[src/verilog/ptpcc_pkg.sv]
package ptpcc_pkg;

   // ---------------------------------------------------------------
   // Register byte offsets
   // ---------------------------------------------------------------
   localparam logic [11:0] OFF_P1_UUID = 12'h11C;
   localparam logic [11:0] OFF_P2_UUID = 12'h13C;
   localparam logic [11:0] OFF_P0_UUID = 12'h15C;
   localparam logic [11:0] OFF_PA_HI = 12'h160;
   localparam logic [11:0] OFF_PA_LO = 12'h164;
   localparam logic [11:0] OFF_PB_HI = 12'h168;
   localparam logic [11:0] OFF_PB_LO = 12'h16C;
   localparam logic [11:0] OFF_CLK_HI = 12'h170;
   localparam logic [11:0] OFF_CLK_LO = 12'h174;
   localparam logic [11:0] OFF_ADDEND = 12'h178;
   localparam logic [11:0] OFF_TGT_HI = 12'h17C;
   localparam logic [11:0] OFF_TGT_LO = 12'h180;
   localparam logic [11:0] OFF_CMD = 12'h1A0;
   localparam logic [11:0] OFF_ROLE = 12'h1A4;
   localparam logic [11:0] OFF_STATUS = 12'h1A8;
   localparam logic [11:0] OFF_CLEAR = 12'h1AC;
   localparam logic [11:0] OFF_ENABLE = 12'h1B0;

   // ---------------------------------------------------------------
   // Field positions and sizes
   // ---------------------------------------------------------------
   localparam int N_PORTS = 3;
   localparam int N_EVT = 6;
   localparam int EVT_CMP = 0;
   localparam int EVT_PIN_A = 1;
   localparam int EVT_PIN_B = 2;
   localparam int EVT_TX0 = 3;
   localparam int CMD_FREEZE_BIT = 0;

   // ---------------------------------------------------------------
   // Reset values
   // ---------------------------------------------------------------
   localparam logic [31:0] RST_WORD = 32'h0000_0000;
   localparam logic [63:0] RST_TIME = 64'h0000_0000_0000_0000;
   localparam logic EQ_PREV_RST = 1'b1;

   // ---------------------------------------------------------------
   // Carriers
   // ---------------------------------------------------------------
   typedef struct packed {
      logic sync_sent;
      logic delay_req_sent;
      logic [31:0] sent_origin_id_lower;
   } ptpcc_tx_evt_s;

   typedef struct packed {
      logic [63:0] clock;
      logic [31:0] acc;
      logic [31:0] addend;
      logic [63:0] snap;
      logic [63:0] clk_stage;
      logic clk_hi_w;
      logic clk_lo_w;
      logic [63:0] target;
      logic [63:0] tgt_stage;
      logic tgt_hi_w;
      logic tgt_lo_w;
      logic [63:0] cap_a;
      logic [63:0] cap_b;
      logic [N_PORTS-1:0][31:0] uuid;
      logic [N_PORTS-1:0] role;
      logic [N_EVT-1:0] status;
      logic [N_EVT-1:0] enable;
      logic [1:0] pin_prev;
      logic eq_prev;
      logic [31:0] rdata;
   } ptpcc_state_s;

endpackage : ptpcc_pkg

[src/verilog/ptpcc_top.sv]
`timescale 1ns/1ps
// What this block does
// - One 64-bit time clock, split in two halves, feeds both pin captures and the frozen copy.
// - Clock runs from the 100 MHz base, rate trimmed by the addend.
// - Addend summed into a 32-bit accumulator each cycle; carries step the clock.
// - Clock write lands only once both halves are written.
// - Clock reads return the copy frozen by the freeze command bit.
// - 64-bit target compared with the clock; a match can raise the interrupt.
// - New target lands only once both target halves are written.
// - Pin A activation latches the clock into its capture pair 160h/164h.
// - Pin B activation latches the clock into its capture pair 168h/16Ch.
// - Qualifying transmit stores the low origin id per port; resets to zero.
// - Separate origin id capture per port at 11Ch, 13Ch and 15Ch.
// - Each port's master bit selects Sync or Delay_Req capture on transmit.
// - Master captures on sent Sync; slave captures on sent Delay_Req.
// - Port 0 transmit means traffic heading toward the switch fabric.
module ptpcc_top (
   // Clock and reset
   input wire logic pclk,
   input wire logic presetn,
   // APB slave
   input wire logic psel,
   input wire logic penable,
   input wire logic pwrite,
   input wire logic [11:0] paddr,
   input wire logic [31:0] pwdata,
   output logic pready,
   output logic pslverr,
   output logic [31:0] prdata,
   // Timestamp pins
   input wire logic stamp_pin_a,
   input wire logic stamp_pin_b,
   // Transmit events, index is the port number
   input wire ptpcc_pkg::ptpcc_tx_evt_s [2:0] tx_evt,
   // Interrupt
   output logic irq
);
   import ptpcc_pkg::*;

   ptpcc_state_s st_reg;
   ptpcc_state_s st_next;

   logic acc_carry;
   logic [31:0] acc_sum;
   logic wr_en;
   logic rd_setup;
   logic clk_ld;
   logic [63:0] clk_ld_val;
   logic tgt_ld;
   logic [63:0] tgt_ld_val;
   logic pin_a_rise;
   logic pin_b_rise;
   logic cmp_eq;
   logic cmp_rise;
   logic [N_PORTS-1:0] tx_hit;
   logic [N_EVT-1:0] evt;

   // ---------------------------------------------------------------
   // Address decode
   // ---------------------------------------------------------------
   function automatic logic is_mapped(input logic [11:0] a);
      case (a)
         OFF_P1_UUID, OFF_P2_UUID, OFF_P0_UUID,
         OFF_PA_HI, OFF_PA_LO, OFF_PB_HI, OFF_PB_LO,
         OFF_CLK_HI, OFF_CLK_LO, OFF_ADDEND, OFF_TGT_HI, OFF_TGT_LO,
         OFF_CMD, OFF_ROLE, OFF_STATUS, OFF_CLEAR, OFF_ENABLE: is_mapped = 1'b1;
         default: is_mapped = 1'b0;
      endcase
   endfunction : is_mapped

   function automatic logic [31:0] read_word(input logic [11:0] a, input ptpcc_state_s s);
      case (a)
         OFF_P0_UUID: read_word = s.uuid[0];
         OFF_P1_UUID: read_word = s.uuid[1];
         OFF_P2_UUID: read_word = s.uuid[2];
         OFF_PA_HI: read_word = s.cap_a[63:32];
         OFF_PA_LO: read_word = s.cap_a[31:0];
         OFF_PB_HI: read_word = s.cap_b[63:32];
         OFF_PB_LO: read_word = s.cap_b[31:0];
         OFF_CLK_HI: read_word = s.snap[63:32];
         OFF_CLK_LO: read_word = s.snap[31:0];
         OFF_ADDEND: read_word = s.addend;
         OFF_TGT_HI: read_word = s.target[63:32];
         OFF_TGT_LO: read_word = s.target[31:0];
         OFF_ROLE: read_word = {29'h0000_0000, s.role};
         OFF_STATUS: read_word = {26'h000_0000, s.status};
         OFF_ENABLE: read_word = {26'h000_0000, s.enable};
         default: read_word = RST_WORD;
      endcase
   endfunction : read_word

   // ---------------------------------------------------------------
   // APB handshake
   // ---------------------------------------------------------------
   // Read data is fetched in the setup cycle so prdata comes from a flop
   // with no wait state; the price is that a live value is one cycle old.
   assign pready = 1'b1;
   assign pslverr = psel & penable & ~is_mapped(paddr);
   assign prdata = st_reg.rdata;
   assign wr_en = psel & penable & pwrite & is_mapped(paddr);
   assign rd_setup = psel & ~penable & ~pwrite;

   // ---------------------------------------------------------------
   // Rate accumulator
   // ---------------------------------------------------------------
   assign {acc_carry, acc_sum} = {1'b0, st_reg.acc} + {1'b0, st_reg.addend};

   // ---------------------------------------------------------------
   // Paired half writes
   // ---------------------------------------------------------------
   // A write completes the pair when the other half is already staged.
   assign clk_ld = wr_en & (((paddr == OFF_CLK_HI) & st_reg.clk_lo_w) |
                            ((paddr == OFF_CLK_LO) & st_reg.clk_hi_w));
   assign clk_ld_val = (paddr == OFF_CLK_HI) ? {pwdata, st_reg.clk_stage[31:0]}
                                             : {st_reg.clk_stage[63:32], pwdata};
   assign tgt_ld = wr_en & (((paddr == OFF_TGT_HI) & st_reg.tgt_lo_w) |
                            ((paddr == OFF_TGT_LO) & st_reg.tgt_hi_w));
   assign tgt_ld_val = (paddr == OFF_TGT_HI) ? {pwdata, st_reg.tgt_stage[31:0]}
                                             : {st_reg.tgt_stage[63:32], pwdata};

   // ---------------------------------------------------------------
   // Events
   // ---------------------------------------------------------------
   assign pin_a_rise = stamp_pin_a & ~st_reg.pin_prev[0];
   assign pin_b_rise = stamp_pin_b & ~st_reg.pin_prev[1];
   assign cmp_eq = (st_reg.clock == st_reg.target);
   // Only the first cycle of equality counts, so a stopped clock sitting
   // on the target raises one event rather than a stream of them.
   assign cmp_rise = cmp_eq & ~st_reg.eq_prev;

   // Port 0 sees transmit as traffic toward the fabric; its sent flags
   // come from that direction.
   genvar gp;
   generate
      for (gp = 0; gp < N_PORTS; gp++) begin : g_port
         assign tx_hit[gp] = st_reg.role[gp] ? tx_evt[gp].sync_sent
                                             : tx_evt[gp].delay_req_sent;
      end
   endgenerate

   always_comb begin
      evt = '0;
      evt[EVT_CMP] = cmp_rise;
      evt[EVT_PIN_A] = pin_a_rise;
      evt[EVT_PIN_B] = pin_b_rise;
      evt[EVT_TX0 +: N_PORTS] = tx_hit;
   end

   // ---------------------------------------------------------------
   // Next state
   // ---------------------------------------------------------------
   always_comb begin
      st_next = st_reg;
      st_next.acc = acc_sum;
      if (acc_carry) begin
         st_next.clock = st_reg.clock + 64'h0000_0000_0000_0001;
      end
      // Clock halves
      if (wr_en && paddr == OFF_CLK_HI) begin
         st_next.clk_stage[63:32] = pwdata;
         st_next.clk_hi_w = 1'b1;
      end
      if (wr_en && paddr == OFF_CLK_LO) begin
         st_next.clk_stage[31:0] = pwdata;
         st_next.clk_lo_w = 1'b1;
      end
      if (clk_ld) begin
         st_next.clock = clk_ld_val;
         st_next.clk_hi_w = 1'b0;
         st_next.clk_lo_w = 1'b0;
      end
      // Target halves
      if (wr_en && paddr == OFF_TGT_HI) begin
         st_next.tgt_stage[63:32] = pwdata;
         st_next.tgt_hi_w = 1'b1;
      end
      if (wr_en && paddr == OFF_TGT_LO) begin
         st_next.tgt_stage[31:0] = pwdata;
         st_next.tgt_lo_w = 1'b1;
      end
      if (tgt_ld) begin
         st_next.target = tgt_ld_val;
         st_next.tgt_hi_w = 1'b0;
         st_next.tgt_lo_w = 1'b0;
      end
      // Plain control registers
      if (wr_en && paddr == OFF_ADDEND) begin
         st_next.addend = pwdata;
      end
      if (wr_en && paddr == OFF_CMD && pwdata[CMD_FREEZE_BIT]) begin
         st_next.snap = st_reg.clock;
      end
      if (wr_en && paddr == OFF_ROLE) begin
         st_next.role = pwdata[N_PORTS-1:0];
      end
      if (wr_en && paddr == OFF_ENABLE) begin
         st_next.enable = pwdata[N_EVT-1:0];
      end
      // Captures; software writes to these offsets are ignored
      st_next.pin_prev = {stamp_pin_b, stamp_pin_a};
      if (pin_a_rise) begin
         st_next.cap_a = st_reg.clock;
      end
      if (pin_b_rise) begin
         st_next.cap_b = st_reg.clock;
      end
      for (int p = 0; p < N_PORTS; p++) begin
         if (tx_hit[p]) begin
            st_next.uuid[p] = tx_evt[p].sent_origin_id_lower;
         end
      end
      st_next.eq_prev = cmp_eq;
      // Set wins over a clear landing in the same cycle
      if (wr_en && paddr == OFF_CLEAR) begin
         st_next.status = st_reg.status & ~pwdata[N_EVT-1:0];
      end
      st_next.status = st_next.status | evt;
      if (rd_setup) begin
         st_next.rdata = read_word(paddr, st_reg);
      end
   end

   // ---------------------------------------------------------------
   // State register
   // ---------------------------------------------------------------
   always_ff @(posedge pclk or negedge presetn) begin
      if (!presetn) begin
         st_reg <= '0;
         st_reg.eq_prev <= EQ_PREV_RST;
      end else begin
         st_reg <= st_next;
      end
   end

   assign irq = |(st_reg.status & st_reg.enable);
endmodule : ptpcc_top
[config.mk]
export PLATFORM = sky130hd
export DESIGN_NAME = ptpcc_top
export DESIGN_NICKNAME = d
export VERILOG_FILES = /design/src/verilog/ptpcc_pkg.sv /design/src/verilog/ptpcc_top.sv
export SDC_FILE = /design/constraint.sdc
export NUM_CORES = 1
export LEC_CHECK = 0
export BUFFER_PORTS_ARGS = -buffer_cell sky130_fd_sc_hd__clkbuf_2
export CAP_MARGIN = 20
export CORE_MARGIN = 4
export CORE_UTILIZATION = 25
export CTS_BUF_LIST = sky130_fd_sc_hd__clkbuf_16
export CTS_CLUSTER_DIAMETER = 100
export CTS_CLUSTER_SIZE = 30
export DETAILED_ROUTE_END_ITERATION = 8
export GPL_TIMING_DRIVEN = 1
export HOLD_SLACK_MARGIN = 0.1
export PLACE_DENSITY = 0.43
export SYNTH_ARGS = -nofsm -noshare
export SYNTH_HDL_FRONTEND = slang
export SYNTH_SLANG_ARGS = --single-unit
[constraint.sdc]
create_clock -name pclk -period 4.1 [get_ports pclk]
set_clock_uncertainty 0.15 [all_clocks]
set_input_delay 0.41 -clock pclk [delete_from_list [all_inputs] [get_ports pclk]]
set_output_delay 0.41 -clock pclk [all_outputs]
set_load 0.005 [all_outputs]
# After elaboration in Yosys (flattened, before gate mapping)

Cells that the tools add are included.
W data, S select, Z words.

Memory bits (writable): 0
Logic and storage cells: 104
Memories: 0
Bits in latches: 0
Register bits: 662
Bits in read-only memories: 0

Div/mod/pow operators: 0
$lt $le $gt $ge: 0
Reductions and logical operators: 17
Muxes and demuxes: 16
Bitwise operators: 27
Equal/unequal tests: 18
Add/sub/neg operators: 2
Shift operators: 0
Multiply operators: 0

Operators with widths:

| kind                    | count |
|---|---|
| $pmux W32 S15           | 1 |
| $mux W64                | 4 |
| $eq A12 B9 Y1 const B   | 17 |
| $add A64 B1 Y64 const B | 1 |
| $eq A64 B64 Y1          | 1 |
| $add A32 B32 Y33        | 1 |
| $reduce_or A17 Y1       | 1 |
| $and A1 B1 Y1           | 15 |
| $and A6 B6 Y6           | 2 |
| $logic_and A1 B1 Y1     | 10 |
| $reduce_bool A2 Y1      | 5 |
| $mux W1                 | 8 |
| $mux W6                 | 1 |
| $not A1 Y1              | 6 |
| $not A6 Y6              | 1 |
| $or A6 B6 Y6            | 1 |
| $reduce_or A6 Y1        | 1 |
| $mux W2                 | 2 |
| $or A1 B1 Y1            | 2 |

# Depth between registers and ports, before layout

Gate-level depths: netlist of the first run.

Depth in word-level cells: 7
Mapped depth: 12
Depth with buffers taken out: 10

# Least setup slack after synthesis of the first run

OpenSTA, ideal clock, no wires.

Kind: register to register
Start point: register st_reg[534] in the netlist's numbering
End point: register st_reg[639] in the netlist's numbering
Path slack: 1131 ps
Cell stages (with the launch flop): 13
Required time: 3813 ps
Setup time: 137 ps
Data arrival time: 2682 ps
Clock period less this slack: 2969 ps
Path through: dfrtp_1 -> ha_1 -> fa_1 -> a211oi_1 -> o211ai_1 -> nand3_1 -> a21oi_2 -> o21bai_4 -> buf_6 -> clkbuf_1 -> a211oi_1 -> xnor2_1 -> a21oi_1

Word-level cells in the longest chain between the ends: 2

Ends and longest elaborated chain:

| element                             | RTL line         | source |
|---|---|---|
| start, declared                     | ptpcc_top.sv:40  | `ptpcc_state_s st_reg;` |
| start signal, assigned              | ptpcc_top.sv:231 | `st_reg <= st_next;` |
| $add A32 B32 Y33                    | ptpcc_top.sv:106 | `assign {acc_carry, acc_sum} = {1'b0, st_reg.acc} + {1'b0, st_reg.addend};` |
| $reduce_bool A2 Y1 (no source line) | n/a              |  |

No other way between the ends.
A chain may end at the register's enable or synchronous reset.

# Worst setup path in the final report of the first run

Start point: register st_reg[534] in the netlist's numbering
End point: register st_reg[613] in the netlist's numbering

The elaborated chain is that of the path after synthesis.

==> flow_metrics.tcl, run 1 <==
set metrics [dict create \
    place_inst 4629 \
    required_ps 4540 \
    grt_pass1_wl_um 181000 \
    syn_area_per_cell_um2 10.9 \
    syn_nets 3124 \
    grt_antenna_before_repair 10 \
    hold_path_class "input port to flip-flop" \
    synth_commonest_cells "661 x dfrtp_1, 465 x nand2_1, 417 x mux2_2" \
    vias 24300 \
    tritoncts "yes" \
    setup_viol 0 \
    cts-buffers-inserted 29 \
    crit_path_end_kind "flip-flop" \
    async_flop_share_pct 100 \
    powerDensity_nw_per_um2 307 \
    drive_gt1_share_pct 26.3 \
    largest_register_ffs 630 \
    ys.flop_type "dfrtp_1" \
    finalHoldViolCount 0 \
    fp.dieW_um 367 \
    synth.distinct_cells 86 \
    wl_per_cell_um 26.1 \
    min_period_ps 3650 \
    finalCritPeriodShare_pct 89.1 \
    synth_area_um2 32100 \
    switching_share_pct 25.9 \
    post_cts_buffers 0 \
    clkPwrFrac_pct 33.7 \
    path_clk_slew_ps 110 \
    ir_worst_vdd_mv 0.308 \
    grt_pass1_vias 24000 \
    grt_use_total_pct 18.2 \
    utilization_pct 29.3 \
    cts_resized 0 \
    synthTopCellsByArea "dfrtp_1 51%, mux2_2 15%, nand2_1 5.4%" \
    synth.largest_area_cell "dfrtp_1" \
    setup_slack_ps 446 \
    placementRows 131 \
    seq_area_frac_synth_pct 51.5 \
    max_slew_margin_pct 35.0 \
    synth_seq_cells 662 \
    dieArea_um2 134000 \
    crit_slowest_cell "or4_1" \
    critPathKind "flip-flop to flip-flop" \
    postCtsHoldBufs 133 \
    drt-total-wl_um 126000 \
    critPathMaxStageDelay_ps 500 \
    cp_max_fo 13 \
    grt-ovfl-total 0 \
    place_ws_ps 527 \
    maxCapViolations 0 \
    worst_slew_pin_slew_ps 972 \
    numPortBuffers 186 \
    finalPower_w 0.0115 \
    grt_max_degree 84 \
    max_freq_mhz 274 \
    synth_edf_count 0 \
    rsz0062_at_grt "no" \
    cts_buffer_depth 3 \
    crit_arrival_ps 4100 \
    drt-initial-drc-count 2550 \
    synth_top_area_share_pct 51.5 \
    htree_levels 1 \
    syn_inst 2937 \
    via_per_inst 5.05 \
    cts-root-buf "clkbuf_16" \
    pwr-share-seq_pct 59.1 \
    clock_latency_ps 670 \
    io-pin-count 188 \
    nNetsFinal 3318 \
    critPathLaunchType "flip-flop" \
    core_area_um2 128000 \
    setup_tns_ps 0 \
    p_comb_share_pct 7.1 \
    initial_core_util_pct 25.2 \
    place.gp.congestion 0.883 \
    ys_warn_count 0 \
    status "completed" \
    slew_viol_final 0 \
    p_int_w 0.00851 \
    dp_hpwl_um 91200 \
    drc 0 \
    syn2layout_area_growth_pct 16.3 \
    ant_nets 0 \
    clkSinkCount 662 \
    fp.dieH_um 367 \
    cellLeakagePower_nw 15.8 \
    drtPass1Iterations 6 \
    final_cell_count_no_fill 4812 \
    power.net_switching_w 0.00297 \
    yosysMostFrequentCell "dfrtp_1" \
    path_cells "ha_1 -> fa_1 -> a211oi_1 -> o211ai_1 -> nand3_1 -> a21oi_2 -> o21ba_2 -> nor2_1 -> buf_4 -> or4_1 -> a31oi_1" \
]
[metal layers]
layer | GRT usage (%) | wire (um) | vias to the layer above
met5 | 0 | 35 | -
li1 | - | - | 10800
met1 | 27.4 | 61100 | 12700
met2 | 27.3 | 54400 | 698
met3 | 2.93 | 7380 | 113
met4 | 3.82 | 2690 | 8
[kinds of logic (layout without fill, tap and decap cells)]
group | after synthesis | count (layout) | share of synthesized area [%]
compound gates | 525 | 525 | 12.0
xor+xnor | 133 | 133 | 3.62
other cells | 1 | 5 | 0.0117
mux | 426 | 426 | 14.9
buf+inv | 290 | 499 | 4.39
flops | 662 | 662 | 51.5
fa+ha+maj | 35 | 35 | 1.38
simple gates | 865 | 865 | 12.1
[worst paths after layout]
path | from | end | slack [ps] | depth (start not counted)
max reg2reg | st_reg[534]$_DFFE_PN0P_ | st_reg[613]$_DFFE_PN0P_ | 450 | 11
min reg2reg | st_reg[301]$_DFFE_PN0P_ | st_reg[301]$_DFFE_PN0P_ | 330 | 2
max in group asynchronous | presetn | st_reg[115]$_DFFE_PN0P_ | 2440 | 3
min in group asynchronous | presetn | st_reg[301]$_DFFE_PN0P_ | 200 | 2
min | pwdata[1] | st_reg[277]$_DFFE_PN0P_ | 150 | 3
max | st_reg[534]$_DFFE_PN0P_ | st_reg[613]$_DFFE_PN0P_ | 450 | 11
[placed cells by master (no fill, tap or decap), types with 13 or more instances in the layout]
cell type	n
a21oi_1	126
a221oi_1	46
a222oi_1	34
a22o_1	24
a22oi_1	62
a31oi_1	93
and3_1	78
and4_1	17
buf_12	19
buf_4	94
clkbuf_16	29
clkbuf_2	185
dfrtp_1	661
dlygate4sd3_1	133
ha_1	33
inv_1	21
mux2_2	417
nand2_1	464
nand3_1	44
nand4_1	13
nor2_1	143
nor4_1	20
o21ai_0	33
xnor2_1	51
xor2_1	82
[worst max-delay path, delay by kind of cell (launching register included)]
family,cells,cell delay (ps)
simple gates,3,890
flops,1,390
compound gates,5,1450
fa+ha+maj,2,480
buf+inv,1,210
[cell type report]
type / count / area, um2
antenna: 4 / 10.0
clock buffer: 29 / 726
clock inverter: 17 / 211
fill: 13200 / 90300
inverter: 21 / 78.8
multi-input combinational: 1985 / 14400
sequential: 662 / 16600
tap: 1662 / 2080
timing repair buffer: 432 / 3360
[power by group through the flow]
stage,clock network [W],logic (W),registers [W]
6_report,0.00388,0.000816,0.00679
3_3_place_gp,0,0.000728,0.00692
4_1_cts,0.00402,0.000838,0.00680
3_5_place_dp,0,0.000730,0.00693
2_1_floorplan,0,0.000372,0.00685
5_1_grt,0.00422,0.000905,0.00681
[per-stage QoR]
stage	hold slack [ps]	area, um2
after floorplan	-35.6	32100
after global placement	299	35100
after detailed placement	305	35100
after CTS	105	37400
after global routing	134	37400
final	151	37400
Power figures use the tool's default switching activity.
==> inputs of run 2 (changes only) <==
--- a/config.mk
+++ b/config.mk
@@ -6,16 +6,16 @@
 export NUM_CORES = 1
 export LEC_CHECK = 0
 export BUFFER_PORTS_ARGS = -buffer_cell sky130_fd_sc_hd__clkbuf_2
-export CAP_MARGIN = 20
+export CAP_MARGIN = 10
 export CORE_MARGIN = 4
-export CORE_UTILIZATION = 25
+export CORE_UTILIZATION = 40
 export CTS_BUF_LIST = sky130_fd_sc_hd__clkbuf_16
 export CTS_CLUSTER_DIAMETER = 100
 export CTS_CLUSTER_SIZE = 30
 export DETAILED_ROUTE_END_ITERATION = 8
 export GPL_TIMING_DRIVEN = 1
 export HOLD_SLACK_MARGIN = 0.1
-export PLACE_DENSITY = 0.43
+export PLACE_DENSITY = 0.59
 export SYNTH_ARGS = -nofsm -noshare
 export SYNTH_HDL_FRONTEND = slang
 export SYNTH_SLANG_ARGS = --single-unit
==> run 2 against run 1 <==
Against the previous run:
- non-clock buffer count decreased by 14
- combinational power about the same
- clock power decreased by 5.9%
- global-route usage increased by 7.3 points
- register-to-register slack got worse by 220 ps
- critical endpoint is now st_reg[632]$_DFFE_PN0P_
==> flow_metrics.tcl, run 2 (same netlist as run 1, synthesis figures left out) <==
set metrics [dict create \
    startpoint "st_reg[534]$_DFFE_PN0P_" \
    nNetsFinal 3303 \
    placementRows 103 \
    largest_register_ffs 630 \
    min-delay-start "pwdata[9]" \
    core_area_um2 79300 \
    initial_core_util_pct 40.6 \
    max_slew_margin_pct 32.5 \
    drt-total-wl_um 112000 \
    path_delay_family "compound AO/OA/AOI/OAI gates" \
    setup_tns_ps 0 \
    wl_per_cell_um 26.7 \
    place.gp.congestion 0.923 \
    cp_max_fo 16 \
    finalHoldViolCount 0 \
    final_common_cell "dfrtp_1" \
    drtPass1Iterations 6 \
    rrSetupSlack_ps 220 \
    n_fill_cell 7263 \
    crit_buf_inv 2 \
    crit_arrival_ps 4190 \
    design_area_um2 36400 \
    drc 0 \
    maxCapViolations 0 \
    clkSinkCount 662 \
    cts-buffers-inserted 28 \
    status "completed" \
    worst_slew_pin_slew_ps 992 \
    rsz0062_at_grt "no" \
    r2r_start "st_reg[534]$_DFFE_PN0P_" \
    min_period_ps 3880 \
    setup_viol 0 \
    crit_path_end_kind "flip-flop" \
    io-pin-count 188 \
    ir_worst_vdd_mv 0.417 \
    grt_pass1_wl_um 166000 \
    path_clk_slew_ps 110 \
    grt_use_total_pct 25.5 \
    grt_antenna_before_repair 2 \
    clock_latency_ps 630 \
    max_freq_mhz 258 \
    drive_gt1_share_pct 26.0 \
    dpl_cell_area_um2 34200 \
    cts_buffer_depth 3 \
    final_cell_mix "661 x dfrtp_1, 464 x nand2_1, 417 x mux2_2, 185 x clkbuf_2, 143 x nor2_1" \
    hold_path_class "input port to flip-flop" \
    multi_input_area_um2 14300 \
    crit_slowest_cell "o21bai_4" \
    fp.dieH_um 291 \
    fp.dieW_um 291 \
    via_per_inst 5.96 \
    dieArea_um2 85000 \
    ant_nets 0 \
    seq_area_um2 16600 \
    grt_pass1_vias 24600 \
    finalCritPeriodShare_pct 94.6 \
    critPathMostFrequentCell "buf_4" \
    cts-root-buf "clkbuf_16" \
    critPathKind "flip-flop to flip-flop" \
    cellLeakagePower_nw 15.7 \
    dp_hpwl_um 80000 \
    slew_viol_final 0 \
    tritoncts "yes" \
    htree_levels 1 \
    path_cells "ha_1 -> fa_1 -> a211oi_1 -> o211ai_1 -> nand3_1 -> a21oi_2 -> o21bai_4 -> buf_4 -> buf_4 -> a2111oi_2 -> xnor2_1 -> a21oi_1" \
    grt_max_degree 100 \
    required_ps 4410 \
    vias 25000 \
    postCtsHoldBufs 127 \
    critPathMaxStageDelay_ps 550 \
    critPathLaunchType "flip-flop" \
    post_cts_buffers 0 \
    grt-ovfl-total 0 \
    numPortBuffers 186 \
    cts_resized 0 \
    powerDensity_nw_per_um2 309 \
    syn2layout_area_growth_pct 13.3 \
    drt-initial-drc-count 2840 \
]
-- run 2: cell type report --
class	count	share of cell area (%)
flip-flops and latches	662	45.5
multi-input cells	1985	39.4
repair buffers	418	8.76
well taps	1050	3.61
clock buffers	29	1.99
clock inverters	17	0.505
inverters	21	0.217
diodes	2	0.0137
-- run 2: tightest hold or removal path, stage by stage --
cell      delay (ps)
clkbuf_2         260
nand2_1          130
nand2_1           60
-- run 2: worst paths after layout --
check / end / cells after the start
worst max-delay path: st_reg[632]$_DFFE_PN0P_ / 12
max in group asynchronous: prdata[24]$_DFFE_PN0P_ / 3
min in group asynchronous: st_reg[104]$_DFFE_PN0P_ / 2
worst min-delay path: st_reg[285]$_DFFE_PN0P_ / 3
worst max register to register: st_reg[632]$_DFFE_PN0P_ / 12
worst min register to register: st_reg[296]$_DFFE_PN0P_ / 2
-- run 2: power by group --
part / leakage [nW] / internal (W) / total (W) / switching [W]
Sequential: 8.08 / 0.00667 / 0.00679 / 0.000120
Combinational: 7.21 / 0.000345 / 0.000815 / 0.000470
Clock: 0.459 / 0.00146 / 0.00365 / 0.00219
-- run 2: per-layer routing --
| layer | vias up | global-route usage, % | part of all wire (%) |
|---|---|---|---|
| met5 | - | 0 | 0 |
| met4 | 0 | 7.45 | 3.1 |
| met2 | 1133 | 37.9 | 43 |
| met1 | 12900 | 39.2 | 46 |
| li1 | 10800 | - | - |
| met3 | 145 | 3.11 | 7.9 |
-- run 2: stage by stage --
step | setup WS (ps) | utilization, % | total power (W) | hold slack, ps | cells
detailed placement | 330 | 43.2 | 0.00764 | 305 | 4009
global placement | 364 | 43.2 | 0.00762 | 298 | 4009
CTS | 289 | 45.9 | 0.0114 | 111 | 4182
floorplan | 1130 | - | 0.00722 | -35.6 | 2937
finish | 221 | 45.9 | 0.0113 | 133 | 4184
global route | 90.9 | 45.9 | 0.0117 | 128 | 4182
